`src/hw/scm_pkg.sv`:
```
// Package: constants and types for the system clock and mode controller
package scm_pkg;
  // Register byte addresses
  localparam logic [3:0] ADDR_SCC = 4'h0;
  localparam logic [3:0] ADDR_CTRL = 4'h4;
  localparam logic [3:0] ADDR_STAT = 4'h8;
  // system_clock_control_reg fields
  localparam int CKS_LSB = 5;
  localparam int FHS_BIT = 3;
  localparam int FSS_BIT = 2;
  localparam int FHK_BIT = 1;
  localparam int FSK_BIT = 0;
  localparam logic [7:0] SCC_RST = 8'h00;
  localparam logic [7:0] SCC_WMASK = 8'hef;
  // Control register fields
  localparam int FOSC_EN_BIT = 0;
  localparam int WDT_EN_BIT = 1;
  localparam logic [1:0] CTRL_RST = 2'h1;
  // Select codes
  localparam logic [2:0] CKS_FULL = 3'h0;
  localparam logic [2:0] CKS_LOW = 3'h7;
  // Switch delay in current system clock periods
  localparam logic [2:0] SW_CUR_PERIODS = 3'h4;
  localparam int DIV_W = 6;
  localparam logic [DIV_W-1:0] DIV_RST = 6'h00;
  localparam logic [1:0] RESP_OKAY = 2'h0;
  localparam logic [1:0] RESP_SLVERR = 2'h2;
  typedef enum logic [2:0] {
    M_RUN,
    M_SLEEP,
    M_IDLE_SLOW,
    M_IDLE_BOTH,
    M_IDLE_FAST
  } scm_mode_t;
  typedef enum logic [1:0] {
    SW_FOLLOW,
    SW_COUNT,
    SW_PARK
  } scm_sw_t;
endpackage

```
`src/hw/scm_top.sv`:
```
// System clock select and low-power mode controller with AXI4-Lite registers
//
// The placing of the registers and the AXI4-Lite slave port were chosen for this implementation.
`timescale 1ns/1ps
// Contract
// RQ1: Select field codes 0-6 give high-speed clock divided 1..64, code 7 low-speed.
// RQ2: Fast source select routes external crystal or internal RC onto high-speed clock.
// RQ3: Slow source select routes external 32.768 kHz crystal or internal RC.
// RQ4: Fast mode runs CPU from high-speed clock divided by 1 up to 64.
// RQ5: After moving to low-speed, high-speed oscillator follows its own enable bit.
// RQ6: Fast mode keeps CPU, high-speed, low-speed and slow RC clocks running.
// RQ7: Slow mode runs CPU from low-speed clock; high-speed follows its enable.
// RQ8: Stop with both keep-alive bits 0 enters sleep; CPU and low-speed stop.
// RQ9: In sleep the slow RC runs only while the watchdog is enabled.
// RQ10: Stop with fast 0, slow 1 enters idle_slow_only_mode: only low-speed clock runs.
// RQ11: Stop with both keep-alive bits 1 enters idle_both_clocks_mode: both clocks keep running.
// RQ12: Stop with fast 1, slow 0 enters idle_fast_only_mode: only high-speed clock runs.
// RQ13: Fast source select 0 picks internal RC, 1 picks external crystal.
// RQ14: A switch completes after four current system periods plus edge alignment.
// RQ15: Clock source changes never put a short pulse onto the CPU clock.
module scm_top
  import scm_pkg::*;
(
  // Clock, reset, enable
  input wire logic clk,
  input wire logic nrst,
  input wire logic ce,
  // Oscillator levels
  input wire logic ext_fast_crystal,
  input wire logic int_fast_rc,
  input wire logic ext_slow_crystal,
  input wire logic int_slow_rc,
  // CPU stop instruction and wake-up event
  input wire logic halt_req,
  input wire logic wake_req,
  // AXI4-Lite write
  input wire logic [3:0] s_axi_awaddr,
  input wire logic s_axi_awvalid,
  output logic s_axi_awready,
  input wire logic [31:0] s_axi_wdata,
  input wire logic [3:0] s_axi_wstrb,
  input wire logic s_axi_wvalid,
  output logic s_axi_wready,
  output logic [1:0] s_axi_bresp,
  output logic s_axi_bvalid,
  input wire logic s_axi_bready,
  // AXI4-Lite read
  input wire logic [3:0] s_axi_araddr,
  input wire logic s_axi_arvalid,
  output logic s_axi_arready,
  output logic [31:0] s_axi_rdata,
  output logic [1:0] s_axi_rresp,
  output logic s_axi_rvalid,
  input wire logic s_axi_rready,
  // Clocks and oscillator controls
  output logic cpu_clk_reg,
  output logic high_speed_clock_reg,
  output logic low_speed_clock_reg,
  output logic fast_osc_run_reg,
  output logic slow_osc_run_reg,
  output logic int_slow_rc_run_reg,
  output logic sys_slow_reg,
  output logic [2:0] mode_out_reg
);
  logic [7:0] scc_reg;
  logic [1:0] ctrl_reg;
  logic [4:0] app_reg;
  scm_mode_t mode_reg;
  logic [3:0] awaddr_q;
  logic aw_full;
  logic w_full;
  logic [7:0] wbyte_q;
  logic wstrb_q;
  logic do_wr;
  logic [2:0] tgt_cks;
  logic [2:0] app_cks;
  logic app_fhs;
  logic app_fss;
  logic hs_cur;
  logic hs_tgt;
  logic ls_cur;
  logic ls_tgt;
  logic [DIV_W-1:0] taps_cur;
  logic [DIV_W-1:0] taps_tgt;
  logic [DIV_W-1:0] taps_rc;
  logic [DIV_W-1:0] taps_xt;
  logic cand_cur;
  logic cand_tgt;
  logic sw_out;
  logic sw_adopt;
  logic sw_busy;
  logic sw_req;
  logic fosc_en;
  logic wdt_en;
  logic hs_run;
  logic ls_run;
  logic int_slow_rc_run;
  logic [31:0] rd_mux;
  logic rd_err;

  assign tgt_cks = scc_reg[CKS_LSB+2:CKS_LSB];
  assign app_cks = app_reg[4:2];
  assign app_fhs = app_reg[1];
  assign app_fss = app_reg[0];
  assign fosc_en = ctrl_reg[FOSC_EN_BIT];
  assign wdt_en = ctrl_reg[WDT_EN_BIT];

  // Source routing, 0 picks the internal oscillator
  assign hs_cur = app_fhs ? ext_fast_crystal : int_fast_rc; // see RQ2 see RQ13
  assign hs_tgt = scc_reg[FHS_BIT] ? ext_fast_crystal : int_fast_rc; // see RQ2 see RQ13
  assign ls_cur = app_fss ? ext_slow_crystal : int_slow_rc; // see RQ3
  assign ls_tgt = scc_reg[FSS_BIT] ? ext_slow_crystal : int_slow_rc; // see RQ3

  scm_div u_div_rc (
    .clk(clk),
    .nrst(nrst),
    .ce(ce),
    .src(int_fast_rc),
    .taps(taps_rc)
  );

  scm_div u_div_xt (
    .clk(clk),
    .nrst(nrst),
    .ce(ce),
    .src(ext_fast_crystal),
    .taps(taps_xt)
  );

  // One divider per fixed source, so the taps stay in phase across a source change
  assign taps_cur = app_fhs ? taps_xt : taps_rc; // see RQ15
  assign taps_tgt = scc_reg[FHS_BIT] ? taps_xt : taps_rc;

  // Code 0 is the undivided clock, 1..6 a divider tap, 7 the low-speed clock
  function automatic logic pick(input logic [2:0] cks, input logic hs,
                                input logic [DIV_W-1:0] taps, input logic ls);
    logic r;
    r = hs;
    if (cks == CKS_LOW)
      r = ls;
    else if (cks != CKS_FULL)
      r = taps[cks - 3'h1];
    return r;
  endfunction

  assign cand_cur = pick(app_cks, hs_cur, taps_cur, ls_cur); // see RQ1 see RQ4
  assign cand_tgt = pick(tgt_cks, hs_tgt, taps_tgt, ls_tgt); // see RQ1
  assign sw_req = {tgt_cks, scc_reg[FHS_BIT], scc_reg[FSS_BIT]} != app_reg;

  scm_clksw u_sw (
    .clk(clk),
    .nrst(nrst),
    .ce(ce),
    .cur_src(cand_cur),
    .tgt_src(cand_tgt),
    .req(sw_req),
    .out_reg(sw_out),
    .adopt(sw_adopt),
    .busy(sw_busy)
  );

  // Applied selection moves only when the switch has parked
  always_ff @(posedge clk)
  begin
    if (!nrst)
      app_reg <= SCC_RST[7:3];
    else if (sw_adopt)
      app_reg <= {tgt_cks, scc_reg[FHS_BIT], scc_reg[FSS_BIT]}; // see RQ14
  end

  // Operating mode
  always_ff @(posedge clk)
  begin
    if (!nrst)
      mode_reg <= M_RUN;
    else if (ce)
    begin
      case (mode_reg)
        M_RUN:
        begin
          if (halt_req)
          begin
            case ({scc_reg[FHK_BIT], scc_reg[FSK_BIT]})
              2'b00: mode_reg <= M_SLEEP; // see RQ8
              2'b01: mode_reg <= M_IDLE_SLOW; // see RQ10
              2'b11: mode_reg <= M_IDLE_BOTH; // see RQ11
              default: mode_reg <= M_IDLE_FAST; // see RQ12
            endcase
          end
        end
        M_SLEEP, M_IDLE_SLOW, M_IDLE_BOTH, M_IDLE_FAST:
        begin
          if (wake_req)
            mode_reg <= M_RUN;
        end
        default:
          mode_reg <= M_RUN;
      endcase
    end
  end

  // Clock gating per mode
  always_comb
  begin
    hs_run = 1'b0;
    ls_run = 1'b0;
    int_slow_rc_run = 1'b1;
    case (mode_reg)
      M_RUN:
      begin
        hs_run = (app_cks != CKS_LOW) || fosc_en; // see RQ5 see RQ6 see RQ7
        ls_run = 1'b1; // see RQ6
      end
      M_SLEEP:
        int_slow_rc_run = wdt_en; // see RQ9
      M_IDLE_SLOW:
        ls_run = 1'b1; // see RQ10
      M_IDLE_BOTH:
      begin
        hs_run = 1'b1; // see RQ11
        ls_run = 1'b1;
      end
      M_IDLE_FAST:
        hs_run = 1'b1; // see RQ12
      default:
        hs_run = 1'b0;
    endcase
  end

  always_ff @(posedge clk)
  begin
    if (!nrst)
    begin
      cpu_clk_reg <= 1'b0;
      high_speed_clock_reg <= 1'b0;
      low_speed_clock_reg <= 1'b0;
      fast_osc_run_reg <= 1'b1;
      slow_osc_run_reg <= 1'b1;
      int_slow_rc_run_reg <= 1'b1;
      sys_slow_reg <= 1'b0;
      mode_out_reg <= 3'h0;
    end
    else if (ce)
    begin
      cpu_clk_reg <= (mode_reg == M_RUN) && sw_out; // see RQ8 see RQ15
      high_speed_clock_reg <= hs_run && hs_cur;
      low_speed_clock_reg <= ls_run && ls_cur; // see RQ8
      fast_osc_run_reg <= hs_run;
      slow_osc_run_reg <= ls_run;
      int_slow_rc_run_reg <= int_slow_rc_run;
      sys_slow_reg <= app_cks == CKS_LOW; // see RQ7
      mode_out_reg <= mode_reg;
    end
  end

  // AXI4-Lite write path: address and data taken in either order
  assign do_wr = aw_full && w_full && !s_axi_bvalid;

  always_ff @(posedge clk)
  begin
    if (!nrst)
    begin
      s_axi_awready <= 1'b1;
      s_axi_wready <= 1'b1;
      s_axi_bvalid <= 1'b0;
      s_axi_bresp <= RESP_OKAY;
      aw_full <= 1'b0;
      w_full <= 1'b0;
      awaddr_q <= 4'h0;
      wbyte_q <= 8'h00;
      wstrb_q <= 1'b0;
    end
    else if (ce)
    begin
      if (s_axi_awvalid && s_axi_awready)
      begin
        awaddr_q <= s_axi_awaddr;
        aw_full <= 1'b1;
        s_axi_awready <= 1'b0;
      end
      if (s_axi_wvalid && s_axi_wready)
      begin
        wbyte_q <= s_axi_wdata[7:0];
        wstrb_q <= s_axi_wstrb[0];
        w_full <= 1'b1;
        s_axi_wready <= 1'b0;
      end
      if (do_wr)
      begin
        aw_full <= 1'b0;
        w_full <= 1'b0;
        s_axi_bvalid <= 1'b1;
        s_axi_bresp <= (awaddr_q == ADDR_SCC || awaddr_q == ADDR_CTRL ||
                        awaddr_q == ADDR_STAT) ? RESP_OKAY : RESP_SLVERR;
      end
      if (s_axi_bvalid && s_axi_bready)
      begin
        s_axi_bvalid <= 1'b0;
        s_axi_awready <= 1'b1;
        s_axi_wready <= 1'b1;
      end
    end
  end

  always_ff @(posedge clk)
  begin
    if (!nrst)
    begin
      scc_reg <= SCC_RST;
      ctrl_reg <= CTRL_RST;
    end
    else if (ce && do_wr && wstrb_q)
    begin
      if (awaddr_q == ADDR_SCC)
        scc_reg <= wbyte_q & SCC_WMASK;
      if (awaddr_q == ADDR_CTRL)
        ctrl_reg <= wbyte_q[1:0];
    end
  end

  // AXI4-Lite read path
  always_comb
  begin
    rd_mux = 32'h0;
    rd_err = 1'b0;
    case (s_axi_araddr)
      ADDR_SCC: rd_mux = {24'h0, scc_reg};
      ADDR_CTRL: rd_mux = {30'h0, ctrl_reg};
      ADDR_STAT: rd_mux = {23'h0, app_reg, sw_busy, mode_reg};
      default: rd_err = 1'b1;
    endcase
  end

  always_ff @(posedge clk)
  begin
    if (!nrst)
    begin
      s_axi_arready <= 1'b1;
      s_axi_rvalid <= 1'b0;
      s_axi_rdata <= 32'h0;
      s_axi_rresp <= RESP_OKAY;
    end
    else if (ce)
    begin
      if (s_axi_arvalid && s_axi_arready)
      begin
        s_axi_arready <= 1'b0;
        s_axi_rvalid <= 1'b1;
        s_axi_rdata <= rd_mux;
        s_axi_rresp <= rd_err ? RESP_SLVERR : RESP_OKAY;
      end
      if (s_axi_rvalid && s_axi_rready)
      begin
        s_axi_rvalid <= 1'b0;
        s_axi_arready <= 1'b1;
      end
    end
  end
endmodule // scm_top

```
`src/hw/scm_div.sv`:
```
// Ripple-free divider: counts rising edges of a sampled clock level
`timescale 1ns/1ps
module scm_div
  import scm_pkg::*;
(
  // Clock and reset
  input wire logic clk,
  input wire logic nrst,
  input wire logic ce,
  // Source level and divided taps, tap k is source/2^(k+1)
  input wire logic src,
  output logic [DIV_W-1:0] taps
);
  logic src_q;
  logic [DIV_W-1:0] cnt_reg;

  always_ff @(posedge clk)
  begin
    if (!nrst)
    begin
      src_q <= 1'b0;
      cnt_reg <= DIV_RST;
    end
    else if (ce)
    begin
      src_q <= src;
      if (src && !src_q)
        cnt_reg <= cnt_reg + 6'h01;
    end
  end

  assign taps = cnt_reg;
endmodule // scm_div

```
`src/hw/scm_clksw.sv`:
```
// Glitch-free switch between the current and target clock levels
`timescale 1ns/1ps
module scm_clksw
  import scm_pkg::*;
(
  // Clock and reset
  input wire logic clk,
  input wire logic nrst,
  input wire logic ce,
  // Sources and request
  input wire logic cur_src,
  input wire logic tgt_src,
  input wire logic req,
  // Results
  output logic out_reg,
  output logic adopt,
  output logic busy
);
  scm_sw_t st_reg;
  logic [2:0] cnt_reg;
  logic fall;

  assign fall = out_reg && !cur_src;
  assign adopt = ce && st_reg == SW_PARK && !tgt_src;
  assign busy = st_reg != SW_FOLLOW;

  always_ff @(posedge clk)
  begin
    if (!nrst)
    begin
      st_reg <= SW_FOLLOW;
      cnt_reg <= 3'h0;
      out_reg <= 1'b0;
    end
    else if (ce)
    begin
      case (st_reg)
        SW_FOLLOW:
        begin
          out_reg <= cur_src;
          cnt_reg <= 3'h0;
          if (req)
            st_reg <= SW_COUNT;
        end
        SW_COUNT:
        begin
          // Wait out whole periods of the clock being left
          out_reg <= cur_src; // see RQ14
          if (fall)
          begin
            cnt_reg <= cnt_reg + 3'h1;
            if (cnt_reg + 3'h1 == SW_CUR_PERIODS)
              st_reg <= SW_PARK;
          end
        end
        SW_PARK:
        begin
          // Held low until the target is low too, so no short pulse
          out_reg <= 1'b0; // see RQ15
          if (!tgt_src)
            st_reg <= SW_FOLLOW; // see RQ14
        end
        default:
          st_reg <= SW_FOLLOW;
      endcase
    end
  end
endmodule // scm_clksw

```
`config.mk`:
```
export PLATFORM = sky130hd
export DESIGN_NAME = scm_top
export DESIGN_NICKNAME = d
export VERILOG_FILES = /design/src/hw/scm_pkg.sv /design/src/hw/scm_top.sv /design/src/hw/scm_div.sv /design/src/hw/scm_clksw.sv
export SDC_FILE = /design/constraint.sdc
export NUM_CORES = 1
export LEC_CHECK = 0
export BUFFER_PORTS_ARGS = -buffer_cell sky130_fd_sc_hd__buf_2
export CAP_MARGIN = 15
export CELL_PAD_IN_SITES_DETAIL_PLACEMENT = 0
export CELL_PAD_IN_SITES_GLOBAL_PLACEMENT = 1
export CORE_ASPECT_RATIO = 1.5
export CORE_MARGIN = 3
export CORE_UTILIZATION = 42
export DETAILED_ROUTE_END_ITERATION = 7
export GPL_TIMING_DRIVEN = 1
export MAX_ROUTING_LAYER = met4
export PLACE_DENSITY_LB_ADDON = 0.08
export SETUP_SLACK_MARGIN = 0.02
export SLEW_MARGIN = 25
export SYNTH_ARGS = -nofsm -noshare
export SYNTH_HDL_FRONTEND = slang
export SYNTH_SLANG_ARGS = --single-unit
```
`constraint.sdc`:
```
create_clock -name clk -period 3.81 [get_ports clk]
set_input_delay 0.1905 -clock clk [delete_from_list [all_inputs] [get_ports clk]]
set_output_delay 0.1905 -clock clk [all_outputs]
set_load 0.02 [all_outputs]
```
=== Yosys cells after proc, flatten, opt, wreduce, memory -nomap -nowiden ===
Cells that the tools add are included.

* Bits in registers: 103
* Logic and storage cells: 172
* Output and inout port bits: 51

* Reductions and logical operators: 64
* Muxes and demuxes: 46
* Eq/ne operators: 23
* Order comparisons: 2
* Add/sub/neg operators: 5

{| class="wikitable"
|+ Operator list
! cell !! number
|-
| 2-bit AND reduction || 15
|-
| 9-bit case mux with 3 select lines || 1
|-
| 1-bit 2-to-1 mux || 26
|-
| 2-bit nonzero test || 9
|-
| 1-bit logical AND || 17
|-
| 6-bit by 1-bit adder with 6-bit output, second input constant || 2
|-
| 3-bit equality test, second input constant || 4
|-
| 2-bit 2-to-1 mux || 6
|-
| 6-bit 2-to-1 mux || 2
|-
| 3-bit case mux with 2 select lines || 2
|-
| 3-bit 2-to-1 mux || 3
|-
| 3-bit case mux with 3 select lines || 1
|-
| 4-bit by 3-bit equality test with 1-bit output, second input constant || 2
|-
| 4-bit equality test, second input constant || 2
|-
| 4-bit logical NOT || 2
|-
| 3-bit by 4-bit less-than comparator with 1-bit output, second input constant || 2
|-
| 2-bit inequality test, second input constant || 4
|-
| 1-bit binary-select mux with 3-bit select || 2
|-
| 3-bit by 2-bit equality test with 1-bit output, second input constant || 2
|-
| 2-bit case mux with 3 select lines || 1
|-
| 3-bit AND reduction || 2
|-
| 3-bit nonzero test || 2
|-
| 3-bit OR reduction || 2
|-
| 3-bit by 1-bit subtractor with 3-bit output, second input constant || 2
|-
| 15 further kinds || 27
|}

=== Longest topological paths before layout ===
Gate-level depths: netlist (run 1).

* Depth after elaboration: 9
* Mapped depth: 8

=== Modules after synthesis ===
From an unflattened synthesis (run 1), not the netlist that was laid out.

* Cells, all modules: 442
* Area total of the unflattened synthesis: 4,160.2 µm²

{| class="wikitable"
|+ Modules (own cells, without submodules)
! module !! sequential area each (µm²) !! cells an instance !! times used !! area each (µm²)
|-
| scm_top || 1,141.1 || 338 || 1 || 3,141.8
|-
| scm_div || 140.1 || 30 || 2 || 320.3
|-
| scm_clksw || 120.1 || 44 || 1 || 377.9
|}

=== Worst setup path after synthesis (run 1) ===
Ideal clock, no wire load.

* Path type: reg-to-reg
* Start point: reg app_reg[2]
* End point: reg u_sw.cnt_reg[2]
* Path buffers: 1
* Required time: 3.683 ns
* Slack: 1.780 ns
* Library setup time: 0.127 ns
* Clock period less this slack: 2.030 ns
* Cell stages (with the launch flop): 9
* Arrival: 1.903 ns
* Cell sequence: dfxtp_1 > buf_6 > inv_1 > ha_1 > mux4_2 > mux2_2 > o21ai_2 > a21oi_1 > or3_1

* Longest elaborated chain between the ends: 9
* Elaborated cells on any way between the ends: 11
* Those cells by class: add/sub (1); eq/ne (2); mux (4); reduce/logical (4)

{| class="wikitable"
|+ RTL lines
! what !! RTL line !! text
|-
| start: declaration || scm_top.sv:67 || <nowiki>logic [4:0] app_reg;</nowiki>
|-
| start signal: assignment || scm_top.sv:166 || <nowiki>app_reg <= SCC_RST[7:3];</nowiki>
|-
| start signal: assignment || scm_top.sv:168 || <nowiki>app_reg <= {tgt_cks, scc_reg[FHS_BIT], scc_reg[FSS_BIT]};</nowiki>
|-
| 3-bit by 1-bit subtractor with 3-bit output || scm_top.sv:142 || <nowiki>r = taps[cks - 3'h1];</nowiki>
|-
| 1-bit binary-select mux with 3-bit select || scm_top.sv:142 ||
|-
| 1-bit 2-to-1 mux (not written as such) || scm_top.sv:142 ||
|-
| 1-bit 2-to-1 mux || scm_top.sv:141 || <nowiki>else if (cks != CKS_FULL)</nowiki>
|-
| 1-bit 2-to-1 mux (*) || scm_top.sv:139 || <nowiki>if (cks == CKS_LOW)</nowiki>
|-
| 1-bit logical NOT (*) || scm_clksw.sv:23 || <nowiki>assign fall = out_reg && !cur_src;</nowiki>
|-
| 1-bit logical AND (*) || scm_clksw.sv:23 ||
|-
| 2-bit by 1-bit inequality test with 1-bit output (no source line) (*) || -- ||
|-
| 3-bit AND reduction (no source line) (*) || -- ||
|-
| end signal: assignment || scm_clksw.sv:51 || <nowiki>cnt_reg <= cnt_reg + 3'h1;</nowiki>
|-
| end: declaration || scm_clksw.sv:20 || <nowiki>logic [2:0] cnt_reg;</nowiki>
|}

Every way passes the cells marked *; elsewhere a longest branch is shown, timed or not. The select of a mux whose other input is x is not followed.
A chain may end at the register's enable or synchronous reset.

=== Worst setup path after layout (run 1) ===
Same ends and word-level chain as after synthesis.

==> results of run 1 <==
[critical path, stage by stage (launching register included)]
cell and delay (ns):
dfxtp_1 0.55, inv_1 0.12, ha_1 0.35, mux4_2 0.29, mux2_2 0.29, o21ai_2 0.16, a21oi_1 0.10, or3_1 0.34
[area by class of cell]
type | count | area, um2 | share of cell area [%]
Multi-Input combinational cell | 348 | 2210 | 48.6
Timing Repair Buffer | 57 | 290 | 6.39
Sequential cell | 77 | 1540 | 33.9
Inverter | 12 | 45.0 | 0.992
Clock buffer | 13 | 250 | 5.51
Clock inverter | 3 | 68.8 | 1.52
Tap cell | 112 | 140 | 3.09
[per-layer routing]
| layer | wire (um) | vias to the layer above | part of all wire (%) | GRT usage, % |
|---|---|---|---|---|
| met5 | 0 | - | 0 | - |
| li1 | - | 1623 | - | - |
| met2 | 4940 | 58 | 54 | 32.6 |
| met3 | 262 | 15 | 2.8 | 2.88 |
| met4 | 189 | 0 | 2.0 | 7.74 |
| met1 | 3840 | 1507 | 42 | 19.8 |
[per-stage QoR]
| step | cell area, um2 | cells |
|---|---|---|
| CTS | 4540 | 622 |
| global placement | 4220 | 606 |
| finish | 4540 | 622 |
| detailed placement | 4220 | 606 |
| global route | 4540 | 622 |
| floorplan | 4110 | 490 |
[power breakdown]
part / switching [uW] / internal, uW
clock: 328 / 594
combinational: 103 / 49.3
sequential: 16.2 / 826
[kinds of logic (layout without fill, tap and decap cells)]
family          after synthesis  in the layout  share of synthesized area [%]
simple gates                188            188                           21.8
flops                        77             77                           38.4
compound gates               65             65                           11.0
buf+inv                      65             85                           8.94
mux                          40             40                           12.1
xor+xnor                     17             17                           3.71
fa+ha+maj                    13             13                           4.05
other cells                   1             25                         0.0934
[final timing paths]
check             cells after the start              end       startpoint
setup / recovery                      7  u_sw.cnt_reg[2]       app_reg[2]
hold / removal                        3      awaddr_q[0]  s_axi_awaddr[0]
setup reg to reg                      7  u_sw.cnt_reg[2]       app_reg[2]
hold reg to reg                       2          aw_full          aw_full
[synthesized netlist by cell type (3+ instances only)]
cell type,number,area [um2]
clkbuf_1,17,63.8
nand2b_1,6,37.5
nor2b_1,6,37.5
nand4_1,5,31.3
nor3b_1,4,30.0
a21oi_1,24,120
dfxtp_1,77,1540
a31oi_1,4,25.0
nor3_1,4,20.0
xor2_1,4,35.0
ha_1,13,163
o21ai_0,10,50.1
nand3_1,19,95.1
buf_1,4,15.0
nor4_1,3,18.8
a22oi_1,7,52.6
buf_2,5,25.0
mux2i_1,29,290
nand3b_1,3,22.5
mux2_2,5,56.3
and3_1,3,18.8
mux4_2,5,113
a21o_1,3,22.5
buf_4,25,188
xnor2_1,13,114
nand2_1,69,259
inv_1,12,45.0
nor2_1,53,199
and2_1,3,18.8
==> impl_results.md, run 1 <==
* Pwr Total at 1920 uW
* Synth Flop Type: dfxtp_1
* Max IR drop VDD at 0.000256 V
* Die ar. at 10800 um2
* Post-Place Worst Slack at ~1.5 ns
* Setup TNS at 0 ns
* Commonest non-fill, non-tap cell in the layout: dfxtp_1
* Initial antenna violation count at 0
* Number of hold buffers added after CTS at 0
* Clock skew at 0.00577 ns
* First-pass GRT wire length at 15.1 mm
* Area delta synth->final at 13.1%
* WL per Instance at ~15 um
* N_diodes at 0
* Die W at 85.8 um
* Max reg flops at 9
* DR DRC count at 0
* Flops & latches, synth at 77
* Worst-Margin Slew at 0.885 ns
* Largest net degree at the start of global routing at a little under 60
* Clk_lat worst skew at around 0.33 ns
* Dpl hpwl at ~6.7 mm
* Fin crit share at between 60% and 70%
* Post-synth EDFFs at 0
* Crit path launch type: flop
* Worst slew margin at 40.5%
* Final Max Tran Viols at 0
* CTS Buffer Depth at 2
* CTS sink cnt at 77
* Register area share after synthesis at 38.4%
* Core Util, Final at between 40% and 50%
* Synthesized cell area at roughly 4000 um2
* Min Tclk post-route at 2.32 ns
* CP required at 4.03 ns
* Setup Viol. Count Final at 0
* # IOs at 109
* Layout cells sized above 1 at 17.5%
* Port Buffers at between 50 and 60
* Worst Setup End Kind: flop
* Crit Path Max Fanout at 9
* PD cells at 422 nW/um2
* RSZ-0062 raised after global routing: no
* Mapped Cells at 466
* CTS tree: built
* Core Rows at 43
* H-tree depth at 3
* Grt ovf at 0
* 1st-iter DRT viols at 102
* Clock transition at path regs at 0.06 ns
* FF-to-FF setup slack at 1.49 ns
* Via density at 5.15
* All-layer global routing usage at 18.3%
* Die Ht at 126 um
* Worst EP arrival at ~2.5 ns
* Final hold slack at 0.0856 ns
* MaxCap Viol Count at 0
* Library cells used by synthesis at 53
* Critical path type: reg2reg
* Final Hold Vio Count at 0
* Core area at ~9300 um2
* Leak at 0.00185 uW
* DR vias at between 3000 and 4000
* Fraction of registers with async set/reset at 0%
* Postcts setup bufs at 0
* Gpl congestion at 0.818
* Layout Nets at 576
* F_max at roughly 430 MHz
* WL final at ~9.2 mm
* Clk root buf: clkbuf_16
* Most frequent cells in the layout: dfxtp_1 (77), nand2_1 (69), buf_2 (55), nor2_1 (53), mux2i_1 (29)
* Final worst slack at 1.49 ns
* Total of fill cells in the finished design at around 940
* DRT antenna net count at 0
* CTS resizes at 0
* Initial Utilization at a little over two fifths
* Hold Path Class: in2reg
* Status: finished clean
* Vias in the first global route at 3170
* Drt first pass iters at 5
* Synth Warn # at 0
* Synth Area per Inst at 8.62 um2
* Cts bufs inserted at 9
(Power assumes the default switching activity.)
==> inputs of run 2 (changes only) <==
Settings changed: CORE_UTILIZATION 42 to 35.
Clock period 3.81 ns to 2 ns, I/O delays scaled along.
==> run 2 against run 1 <==
Net effect:
- sequential share of layout area fell by 2.3 points
- first-iteration DRC count rose by 16%
- worst hold slack got worse by 0.070 ns
- combinational power rose by 110%
- cell area rose by 7.4%
- global-route usage fell by 1.5 points
- clock power rose by 80%
- utilization fell by 4.9 points
- highest routed layer unchanged
==> impl_results.md, run 2 (synthesized netlist as in run 1, its figures left out) <==
* Final Max Tran Viols at 0 (unchanged)
* Clk_lat worst skew at 0.34 ns (about the same)
* N_diodes at 0 (unchanged)
* Max IR drop VDD at 0.000367 V (+43%)
* Die ar. at 12800 um2 (+19%)
* Hold Path Class: in2reg
* Core Rows at 47 (+9.3%)
* Final hold slack at 0.0161 ns (-0.0695 ns)
* WL final at 10.1 mm (+9.3%)
* # IOs at 109 (unchanged)
* Most frequent cells in the layout: dfxtp_1 (75), nand2_1 (69), buf_2 (55), nor2_1 (53), mux2i_1 (29)
* PD cells at 736 nW/um2 (+74%)
* Worst Setup End Kind: flop
* Setup Viol. Count Final at 0 (unchanged)
* 1st-iter DRT viols at 118 (+16%)
* MaxCap Viol Count at 0 (unchanged)
* Fin crit share at 94.8% (+34 points)
* Gpl congestion at 0.791 (-3.4%)
* Core area at 11100 um2 (+19%)
* Initial Utilization at 36.1% (-7.0 points)
* CTS Buffer Depth at 2 (unchanged)
* All-layer global routing usage at 16.8% (-1.5 points)
* Critical path type: reg2reg
* Layout Nets at 608 (+5.6%)
* Vias in the first global route at 3201 (+0.98%)
* Crit path launch type: flop
* F_max at 528 MHz (+23%)
* Postcts setup bufs at 0 (unchanged)
* H-tree depth at 3 (unchanged)
* Port Buffers at 55 (unchanged)
* First-pass GRT wire length at 16.1 mm (+6.1%)
* Min Tclk post-route at 1.90 ns (-0.428 ns)
* Cts bufs inserted at 9 (unchanged)
* DR DRC count at 0 (unchanged)
* Total of fill cells in the finished design at 1137 (+21%)
* Clk root buf: clkbuf_16
* Die Ht at 137 um (+9.1%)
* R2R Path Start: app_reg[2]
* Initial antenna violation count at 0 (unchanged)
* FF-to-FF setup slack at 0.10 ns (-1.38 ns)
* Dpl hpwl at 7.46 mm (+12%)
* Max reg flops at 9 (unchanged)
* CTS tree: built
* DRT antenna net count at 0 (unchanged)
* Commonest non-fill, non-tap cell in the layout: dfxtp_1
* Drt first pass iters at 5 (unchanged)
* DR vias at 3369 (+5.2%)
* Grt ovf at 0 (unchanged)
* Leak at 0.00201 uW (+8.4%)
* HP Start: s_axi_wdata[1]
* CTS sink cnt at 77 (unchanged)
* Worst-Margin Slew at 0.601 ns (-0.283 ns)
* Die W at 93.5 um (+8.9%)
* RSZ-0062 raised after global routing: no
* Area delta synth->final at 21.4%
* Worst slew margin at 59.6% (+19 points)
* WL per Instance at 14.6 um (-1.3%)
* CP Launch Point: app_reg[2]
* Setup TNS at 0 ns (unchanged)
* Via density at 4.89 (-5.0%)
* Largest net degree at the start of global routing at 36 (-38%)
* Layout cells sized above 1 at 22.3% (+4.9 points)
* Clock transition at path regs at 0.06 ns (about the same)
* CP required at 2.22 ns (-1.81 ns)
* Final Hold Vio Count at 0 (unchanged)
* Crit Path Max Fanout at 3 (-6)
* Worst EP arrival at 2.12 ns (-0.42 ns)
* Clock skew at 0.00544 ns (-0.000332 ns)
* Status: finished clean
run 2: cell types whose count changed in the layout (fill, tap and decap cells not counted), sizes merged:
| cell | delta |
|---|---|
| buf | +24 |
| inv | +2 |
| clkinv | +2 |
| bufinv | -1 |
| clkbuf | -3 |
| dlygate4sd3 | +8 |
run 2: per-layer routing:
| layer | share of wire, % | track usage [%] | vias to the layer above |
|---|---|---|---|
| li1 | - | - | 1683 |
| met2 | 54 | 29.7 | 78 |
| met4 | 2.0 | 6.36 | 0 |
| met3 | 4.4 | 3.83 | 15 |
| met1 | 39 | 18.3 | 1593 |
| met5 | 0 | - | - |
run 2: final cells by class:
| class | count | area (um2) | area share, % |
|---|---|---|---|
| repair buffers | 89 | 554 | 11.4 |
| clock buffers | 10 | 229 | 4.69 |
| multi-input cells | 348 | 2250 | 46.2 |
| well taps | 147 | 184 | 3.77 |
| clock inverters | 6 | 70.1 | 1.44 |
| flip-flops and latches | 77 | 1540 | 31.7 |
| inverters | 12 | 45.0 | 0.924 |
run 2: repair_timing:
item                                    CTS  global route
hold endpoints to repair                  8             0
endpoints found under the setup margin    4             8
hold buffers                              8             0
resized for setup                         1             6
run 2: where the power goes:
group | leakage, uW | switching, uW | internal, uW
combinational | 0.00123 | 205 | 120
sequential | 0.000626 | 32.1 | 1570
clock | 0.000147 | 681 | 978
total | 0.00201 | 918 | 2670
run 2: path summary, 6_finish.rpt:
| path | endpoint | depth (start not counted) |
|---|---|---|
| setup / recovery | u_sw.cnt_reg[2] | 7 |
| hold / removal | wbyte_q[1] | 3 |
| setup reg to reg | u_sw.cnt_reg[2] | 7 |
| hold reg to reg | wstrb_q | 2 |
run 2: worst max-delay path: stages (launching register included):
cell	delay [ns]
dfxtp_2	0.33
inv_1	0.07
ha_4	0.28
mux4_2	0.29
mux2_2	0.31
o21ai_4	0.07
a21oi_1	0.07
or3_1	0.34
run 2: through the flow:
| stage | area (um2) | setup WS [ns] | std cells | utilization (%) | total power (uW) |
|---|---|---|---|---|---|
| 6_report | 4880 | 0.104 | 689 | 43.9 | 3590 |
| 5_1_grt | 4880 | 0.0122 | 689 | 43.9 | 3740 |
| 4_1_cts | 4850 | 0.0543 | 689 | 43.6 | 3660 |
| 3_5_place_dp | 4470 | 0.0266 | 665 | 40.2 | 1950 |
| 3_3_place_gp | 4470 | 0.0511 | 665 | 40.2 | 1950 |
| 2_1_floorplan | 4130 | 0.0241 | 490 | - | 1870 |
